**config.mk**
```make
export PLATFORM = sky130hd
export DESIGN_NAME = spi_audio_error_control
export DESIGN_NICKNAME = d
export VERILOG_FILES = /design/src/hdl/rx_word_store.v /design/src/hdl/spi_audio_error_control.v
export VERILOG_INCLUDE_DIRS = /design/src /design/src/hdl
export SDC_FILE = /design/constraint.sdc
export NUM_CORES = 1
export LEC_CHECK = 0
export ABC_CLOCK_PERIOD_IN_PS = 2800
export BUFFER_PORTS_ARGS = -buffer_cell sky130_fd_sc_hd__buf_2
export CAP_MARGIN = 20
export CORE_MARGIN = 2
export CORE_UTILIZATION = 54
export CTS_CLUSTER_DIAMETER = 120
export CTS_CLUSTER_SIZE = 16
export DETAILED_ROUTE_END_ITERATION = 8
export HOLD_SLACK_MARGIN = 0.03
export PLACE_DENSITY = 0.86
export REMOVE_ABC_BUFFERS = 1
export SYNTH_ARGS = -nofsm -noshare
export SYNTH_HDL_FRONTEND = slang
export SYNTH_SLANG_ARGS = --single-unit
```
**constraint.sdc**
```tcl
create_clock -name sys_clk -period 2.8 [get_ports sys_clk]
set_input_delay 0.14 -clock sys_clk [delete_from_list [all_inputs] [get_ports sys_clk]]
set_output_delay 0.14 -clock sys_clk [all_outputs]
set_load 0.01 [all_outputs]
```
**src/hdl/serial_ctl_two_consts.vh**
```
// Constants for the serial control two register block
`ifndef SERIAL_CTL_TWO_CONSTS_VH
`define SERIAL_CTL_TWO_CONSTS_VH
`define ADDR_CTL_TWO 4'h0
`define ADDR_CTL_ONE 4'h1
`define ADDR_STATUS 4'h2
`define ADDR_MASK 4'h3
`define ADDR_RXDATA 4'h4
`define ADDR_TXDATA 4'h5
`define BIT_SIGN_EXT 15
`define BIT_FRM_EN 12
`define BIT_ROV_EN 11
`define BIT_TUR_EN 10
`define BIT_IGN_ROV 9
`define BIT_IGN_TUR 8
`define BIT_AUD_EN 7
`define BIT_MONO 3
`define BIT_ON 15
`define CTL_TWO_WMASK 32'h00009F8B
`define CTL_TWO_RESET 32'h00000000
`define MODE_I2S 2'h0
`define MODE_LEFT 2'h1
`define MODE_RIGHT 2'h2
`define MODE_PCM 2'h3
`define WORD_BITS 16
`define RX_DEPTH 4
`endif

```
**src/hdl/rx_word_store.v**
```verilog
// Small receive word store with registered read data
`timescale 1ns/1ps
module rx_word_store (
  // Clock
  input wire sys_clk,
  input wire clk_en,
  // Write side
  input wire wr_en,
  input wire [1:0] wr_addr,
  input wire [15:0] wr_data,
  // Read side
  input wire [1:0] rd_addr,
  output reg [15:0] rd_data_ff
);
  reg [15:0] mem [0:3];
  always @(posedge sys_clk) begin
    if (clk_en) begin
      if (wr_en) begin
        mem[wr_addr] <= wr_data;
      end
      rd_data_ff <= mem[rd_addr];
    end
  end
endmodule // rx_word_store

```
**src/hdl/spi_audio_error_control.v**
```verilog
// Serial control two register with a simple audio serial engine
`timescale 1ns/1ps
// ------------------------------------------------------------
// ------------------------------------------------------------
module spi_audio_error_control (
  // Clock, reset, enable
  input wire sys_clk,
  input wire rst,
  input wire clk_en,
  // Register port
  input wire [3:0] addr,
  input wire [31:0] wr_data,
  input wire wr_stb,
  input wire rd_stb,
  output reg [31:0] rd_data_ff,
  // Error conditions from the serial unit
  input wire frame_error_flag,
  // Serial link
  input wire link_sck,
  input wire link_ws,
  input wire link_sdi,
  output reg link_sdo_ff,
  // Event outputs
  output reg error_event_ff,
  output reg irq_ff,
  output reg halted_ff
);
`include "serial_ctl_two_consts.vh"

  // ------------------------------------------------------------
  // Registers
  // ------------------------------------------------------------
  reg [31:0] ctl_two_ff;
  reg unit_on_ff;
  reg [2:0] status_ff;
  reg [2:0] mask_ff;
  reg [15:0] tx_buffer_ff;
  reg tx_full_ff;
  reg [1:0] wr_ptr_ff, rd_ptr_ff;
  reg [2:0] rx_count_ff;
  wire [31:0] ctl_wmask = `CTL_TWO_WMASK;

  wire [1:0] audio_mode_field = ctl_two_ff[1:0];
  wire audio_enable = ctl_two_ff[`BIT_AUD_EN];
  // Mono and framing are ignored unless audio is on
  wire mono_eff = audio_enable & ctl_two_ff[`BIT_MONO];
  wire [1:0] mode_eff = audio_enable ? audio_mode_field : `MODE_I2S;

  // ------------------------------------------------------------
  // Link input synchronisers
  // ------------------------------------------------------------
  reg [1:0] sck_s_ff, ws_s_ff, sdi_s_ff;
  reg sck_d_ff, ws_d_ff;
  always @(posedge sys_clk) begin
    if (rst) begin
      sck_s_ff <= 2'h0;
      ws_s_ff <= 2'h0;
      sdi_s_ff <= 2'h0;
      sck_d_ff <= 1'b0;
      ws_d_ff <= 1'b0;
    end else if (clk_en) begin
      sck_s_ff <= {sck_s_ff[0], link_sck};
      ws_s_ff <= {ws_s_ff[0], link_ws};
      sdi_s_ff <= {sdi_s_ff[0], link_sdi};
      sck_d_ff <= sck_s_ff[1];
      ws_d_ff <= ws_s_ff[1];
    end
  end
  wire sck_rise = sck_s_ff[1] & ~sck_d_ff;
  wire sck_fall = ~sck_s_ff[1] & sck_d_ff;
  wire ws_edge = ws_s_ff[1] ^ ws_d_ff;
  // PCM frames start on the rising edge of the sync only
  wire frame_start = (mode_eff == `MODE_PCM) ?
    (ws_s_ff[1] & ~ws_d_ff) : ws_edge;
  // I2S delays the word one bit after the select edge
  wire one_bit_delay = audio_enable & (mode_eff == `MODE_I2S);

  // ------------------------------------------------------------
  // Serial engine
  // ------------------------------------------------------------
  wire running = unit_on_ff & ~halted_ff;
  // Switching off clears a halt at once, so the next write sees it gone
  wire unit_off_wr = wr_stb & (addr == `ADDR_CTL_ONE) & ~wr_data[`BIT_ON];
  reg [15:0] tx_shift_ff, rx_shift_ff;
  reg [4:0] bit_cnt_ff;
  reg pend_ff;
  reg second_ch_ff;
  reg [15:0] mono_word_ff;
  reg word_done;
  reg underrun_now;
  reg [15:0] load_word;
  always @* begin
    word_done = running & sck_rise & (bit_cnt_ff == 5'd15);
    underrun_now = 1'b0;
    load_word = 16'h0000;
    if (mono_eff && second_ch_ff) begin
      load_word = mono_word_ff;
    end else if (tx_full_ff) begin
      load_word = tx_buffer_ff;
    end else begin
      underrun_now = 1'b1;
      load_word = 16'h0000;
    end
  end
  // With the one-bit delay the select edge only arms the load; counting it
  // as a load would flag a false underrun and drop a buffered word
  wire load_now = running & sck_fall &
    (pend_ff | (frame_start & ~one_bit_delay));
  wire tur_event = load_now & underrun_now;
  wire rx_full = (rx_count_ff == 3'd4);
  wire rov_event = word_done & rx_full;
  wire rx_push = word_done & ~rx_full;
  wire rx_pop = rd_stb & (addr == `ADDR_RXDATA) & (rx_count_ff != 3'd0);
  wire [15:0] rx_word = {rx_shift_ff[14:0], sdi_s_ff[1]};

  always @(posedge sys_clk) begin
    if (rst) begin
      tx_shift_ff <= 16'h0000;
      rx_shift_ff <= 16'h0000;
      bit_cnt_ff <= 5'd0;
      pend_ff <= 1'b0;
      second_ch_ff <= 1'b0;
      mono_word_ff <= 16'h0000;
      link_sdo_ff <= 1'b0;
      halted_ff <= 1'b0;
    end else if (clk_en) begin
      if (!unit_on_ff || unit_off_wr) begin
        halted_ff <= 1'b0;
        bit_cnt_ff <= 5'd0;
        pend_ff <= 1'b0;
        link_sdo_ff <= 1'b0;
      end else if (running) begin
        if (sck_fall && frame_start && one_bit_delay && !pend_ff) begin
          pend_ff <= 1'b1;
        end else if (load_now) begin
          pend_ff <= 1'b0;
          tx_shift_ff <= {load_word[14:0], 1'b0};
          link_sdo_ff <= load_word[15];
          bit_cnt_ff <= 5'd0;
          second_ch_ff <= ~second_ch_ff;
          if (!second_ch_ff) begin
            mono_word_ff <= load_word;
          end
        end else if (sck_fall) begin
          link_sdo_ff <= tx_shift_ff[15];
          tx_shift_ff <= {tx_shift_ff[14:0], 1'b0};
        end
        if (sck_rise) begin
          rx_shift_ff <= rx_word;
          bit_cnt_ff <= (bit_cnt_ff == 5'd15) ? 5'd0 : bit_cnt_ff + 5'd1;
        end
        if (rov_event && !ctl_two_ff[`BIT_IGN_ROV]) begin
          halted_ff <= 1'b1;
        end
        if (tur_event && !ctl_two_ff[`BIT_IGN_TUR]) begin
          halted_ff <= 1'b1;
        end
      end
    end
  end

  // ------------------------------------------------------------
  // Receive store
  // ------------------------------------------------------------
  wire [15:0] rx_head;
  // Address the store one pop ahead so its registered output already holds
  // the head word when a read arrives; a word pushed into an empty store
  // shows one cycle later
  wire [1:0] rd_next = rx_pop ? rd_ptr_ff + 2'h1 : rd_ptr_ff;
  rx_word_store u_store (
    .sys_clk(sys_clk),
    .clk_en(clk_en),
    .wr_en(rx_push),
    .wr_addr(wr_ptr_ff),
    .wr_data(rx_word),
    .rd_addr(rd_next),
    .rd_data_ff(rx_head)
  );
  // Sign extension applied on the way out of the store
  wire [31:0] rx_read = ctl_two_ff[`BIT_SIGN_EXT] ?
    {{16{rx_head[15]}}, rx_head} : {16'h0000, rx_head};

  // ------------------------------------------------------------
  // Error events
  // ------------------------------------------------------------
  wire [2:0] ev_raw = {frame_error_flag & ctl_two_ff[`BIT_FRM_EN],
    rov_event & ctl_two_ff[`BIT_ROV_EN],
    tur_event & ctl_two_ff[`BIT_TUR_EN]};
  wire status_rd = rd_stb & (addr == `ADDR_STATUS);

  // ------------------------------------------------------------
  // Register port
  // ------------------------------------------------------------
  reg [31:0] nxt_rd;
  always @* begin
    nxt_rd = 32'h00000000;
    if (addr == `ADDR_CTL_TWO) begin
      nxt_rd = ctl_two_ff & `CTL_TWO_WMASK;
    end else if (addr == `ADDR_CTL_ONE) begin
      nxt_rd = {16'h0000, unit_on_ff, 15'h0000};
    end else if (addr == `ADDR_STATUS) begin
      nxt_rd = {27'h0, rx_count_ff == 3'd0, halted_ff, status_ff};
    end else if (addr == `ADDR_MASK) begin
      nxt_rd = {29'h0, mask_ff};
    end
  end

  always @(posedge sys_clk) begin
    if (rst) begin
      ctl_two_ff <= `CTL_TWO_RESET;
      unit_on_ff <= 1'b0;
      status_ff <= 3'h0;
      mask_ff <= 3'h0;
      tx_buffer_ff <= 16'h0000;
      tx_full_ff <= 1'b0;
      wr_ptr_ff <= 2'h0;
      rd_ptr_ff <= 2'h0;
      rx_count_ff <= 3'h0;
      rd_data_ff <= 32'h00000000;
      error_event_ff <= 1'b0;
      irq_ff <= 1'b0;
    end else if (clk_en) begin
      error_event_ff <= |ev_raw;
      // A new event wins over the read that clears it
      status_ff <= (status_rd ? 3'h0 : status_ff) | ev_raw;
      irq_ff <= |(((status_rd ? 3'h0 : status_ff) | ev_raw) & mask_ff);
      if (rd_stb && addr == `ADDR_RXDATA) begin
        rd_data_ff <= rx_read;
      end else begin
        rd_data_ff <= nxt_rd;
      end
      if (wr_stb) begin
        if (addr == `ADDR_CTL_TWO) begin
          ctl_two_ff[15:8] <= wr_data[15:8] & ctl_wmask[15:8];
          if (!unit_on_ff) begin
            ctl_two_ff[7:0] <= wr_data[7:0] & ctl_wmask[7:0];
          end
        end else if (addr == `ADDR_CTL_ONE) begin
          unit_on_ff <= wr_data[`BIT_ON];
        end else if (addr == `ADDR_MASK) begin
          mask_ff <= wr_data[2:0];
        end else if (addr == `ADDR_TXDATA) begin
          tx_buffer_ff <= wr_data[15:0];
          tx_full_ff <= 1'b1;
        end
      end else if (load_now && !(mono_eff && second_ch_ff) && tx_full_ff) begin
        tx_full_ff <= 1'b0;
      end
      if (rx_push) begin
        wr_ptr_ff <= wr_ptr_ff + 2'h1;
      end
      if (rx_pop) begin
        rd_ptr_ff <= rd_ptr_ff + 2'h1;
      end
      rx_count_ff <= rx_count_ff + {2'h0, rx_push} - {2'h0, rx_pop};
    end
  end

endmodule // spi_audio_error_control

```
==> results_dict.tcl <==
set metrics [dict create \
    status "finished clean" \
    start_util_pct 55.6 \
    worstPathRequired_ns 3.15 \
    synth_area_leaders "dfxtp_1 (25%), edfxtp_1 (25%), mux2i_1 (6.1%)" \
    cts_buffers 16 \
    synthAdderAreaFrac_pct 1.24 \
    grt_use_total_pct 26.9 \
    worst-path-max-fanout 5 \
    syn_area_um2 9680 \
    cpLargestDelayFamily "simple AND/OR/NAND/NOR gates" \
    hp-class "in -> reg" \
    crit_chain "or3b_2 > nand3_1 > ha_1 > inv_1 > ha_1 > inv_1 > fa_1 > xnor2_1 > nor2_1 > xnor2_1 > nor2_1" \
    drt-total-wl_um 25700 \
    coreArea_um2 17400 \
    path_depth 11 \
    post-route-period-util_pct 90.3 \
    wl_met1_um 10100 \
    synth_area_leader_cell "dfxtp_1" \
    route.met2.wl_um 12400 \
    clkSinkCount 203 \
    antenna_found_initial 0 \
    fin_ws_ns 0.271 \
    cts_tree "done" \
    synth.avg_cell_area_um2 10.3 \
    grt_pass1_wl_um 40100 \
    place_ws_ns 0.339 \
    grt-ovfl-total 0 \
    ys_warn_count 0 \
    routabilityCongestion 0.813 \
    dr_wl_met3_um 2310 \
    end_kind "flip-flop" \
    powerDensity_nw_per_um2 510 \
    synth_compound_area_share_pct 20.8 \
    io-pin-count 81 \
    antenna_left 0 \
    clock.fmax_ghz 0.395 \
    startpoint "rx_count_ff[2]$_SDFFE_PP0P_" \
    peakVddDrop_uv 462 \
    post_cts_resized 0 \
    finalSetupViolCount 0 \
    rsz0062_at_grt "false" \
    seq_area_um2 4860 \
    yosysSeqAreaShare_pct 50.2 \
    yosysMostFrequentCell "dfxtp_1" \
    worstRegToRegCells 11 \
    routed.top_layer "met4" \
    multi_input_area_um2 4300 \
    synth_top_family_by_area "compound AO/OA/AOI/OAI gates" \
    path_clk_slew_ns 0.07 \
    viasPerCell 6.72 \
    routedWlPerCell_um 21.4 \
    synthArstFlopShare_pct 0 \
    cts_root_buffer "clkbuf_16" \
    r2r_start "rx_count_ff[2]$_SDFFE_PP0P_" \
    finalClockSkew_ns 0.0211 \
    drt_iter0_drc 924 \
    grt_max_degree 51 \
    synth-seq-cells 203 \
    synthDistinctLibCells 70 \
    port_buffers 64 \
    num_vias 8083 \
    synth.top_cells.by_count "dfxtp_1 (123), edfxtp_1 (80), clkbuf_1 (69)" \
    drc 0 \
    p_leak_uw 0.00379 \
    p_total_uw 5480 \
    timing.slew.headroom_pct 35.9 \
    critPathBufInv 2 \
    nets 1025 \
    antenna_cells 0 \
    finalMaxSlewViolations 0 \
    cap_viol_max_count 0 \
    synth-xor-area-share_pct 0.271 \
    fin_crit_ns 2.53 \
    num_rows 48 \
    die_width_um 138 \
    hpwl_um 16100 \
    clockBufferDepth 3 \
    nFillCells 1348 \
    synth_ff_type "dfxtp_1" \
    synthCells 938 \
    synth_enable_flop_cells 80 \
    tightest_slew_ns 0.952 \
    slowest_stage "or3b_2" \
    finalHoldViolations 0 \
    synth_mux_area_share_pct 8.19 \
    worstPathArrival_ns 2.88 \
    cts-htree-levels 1 \
    drive_gt1_share_pct 15.8 \
    dr.pass1.iters 5 \
    die_area_um2 19000 \
    area_delta_synth_final_pct 10.9 \
    worstSkewPairLatency_ns 0.49 \
    synth_simple_gate_area_share_pct 13.9 \
    holdPathStages 2 \
    worst_setup_path_start_kind "flip-flop" \
    die_y_um 138 \
    path_class "reg -> reg" \
    synth_top_area_share_pct 25.4 \
    slowest_delay_ns 0.54 \
    grt_pass1_vias 7676 \
    min_from "rst" \
]
[layout by cell type, fill, tap and decap left out, drive strengths merged, types with 23 or more instances in the layout]
cell type,Yosys,final
buf,35,101
dfxtp,123,123
o311a,30,30
o211ai,39,39
nand2,57,57
mux2i,59,59
edfxtp,80,80
a21oi,68,68
clkbuf,70,23
o21ai,37,37
nand3,30,30
and2,34,34
nor2,52,52
[area by class of cell]
cell class,count,share of cell area (%)
Clock inverter,2,0.210
Timing Repair Buffer,120,7.48
Multi-Input combinational cell,619,40.1
Tap cell,225,2.62
Sequential cell,203,45.3
Clock buffer,23,3.97
Inverter,11,0.384
[through the flow]
| step | hold slack [ns] | instances | instance area [µm²] | util (%) | setup TNS, ns |
|---|---|---|---|---|---|
| floorplan | 0.209 | 833 | 9200 | - | -39.05 |
| global placement | 0.378 | 1159 | 10100 | 58.0 | 0 |
| detailed placement | 0.385 | 1159 | 10100 | 58.0 | 0 |
| CTS | 0.0434 | 1203 | 10700 | 61.7 | 0 |
| global route | 0.0533 | 1203 | 10700 | 61.7 | 0 |
| finish | 0.0604 | 1203 | 10700 | 61.7 | 0 |
[worst register-to-register path: cells and delay by family (launching register included)]
family | cells | cell delay, ns
xor gates and xnor gates | 2 | 0.28
adders and majority gates | 3 | 0.75
DFF | 1 | 0.41
buffers and inverters | 2 | 0.12
and+or+nand+nor | 4 | 0.84
[per-layer routing]
| layer | vias to the layer above | track usage (%) |
|---|---|---|
| li1 | 3639 | - |
| met1 | 3859 | 35.4 |
| met2 | 510 | 43.6 |
| met3 | 75 | 4.24 |
| met4 | 0 | 12.3 |
| met5 | - | 0 |
[path summary, 6_finish.rpt]
| path | endpoint | slack (ns) |
|---|---|---|
| max | rx_count_ff[2]$_SDFFE_PP0P_ | 0.27 |
| max reg2reg | rx_count_ff[2]$_SDFFE_PP0P_ | 0.27 |
| min reg2reg | tx_buffer_ff[6]$_SDFFE_PP0P_ | 0.45 |
| min | rx_shift_ff[13]$_SDFFE_PP0P_ | 0.06 |
[state kept, by name, indices dropped and copies added (netlist names), 10 cells and up]
signal,flops
ctl_two_ff,10
tx_shift_ff,15
rd_data_ff,17
u_store.mem,64
tx_buffer_ff,16
rx_shift_ff,15
mono_word_ff,16
u_store.rd_data_ff,16
[repair_timing]
action,in CTS,in global routing
setup buffers,0,0
hold buffers,19,0
hold endpoints to repair,33,0
[report_power, final]
group	switching (µW)	leakage [µW]	total (µW)	internal (µW)
Combinational	209	0.00173	311	102
Clock	1000	0.000217	2070	1070
Sequential	21.7	0.00185	3100	3080
[kinds of logic (layout without fill, tap and decap cells)]
family / count (synthesis) / in the layout
buffers and inverters: 116 / 156
DFF: 203 / 203
muxes: 77 / 77
adders and majority gates: 9 / 9
AOI/OAI and AO/OA: 279 / 279
xor gates and xnor gates: 3 / 3
and+or+nand+nor: 251 / 251
No activity file was read; power rests on OpenSTA's default activity.
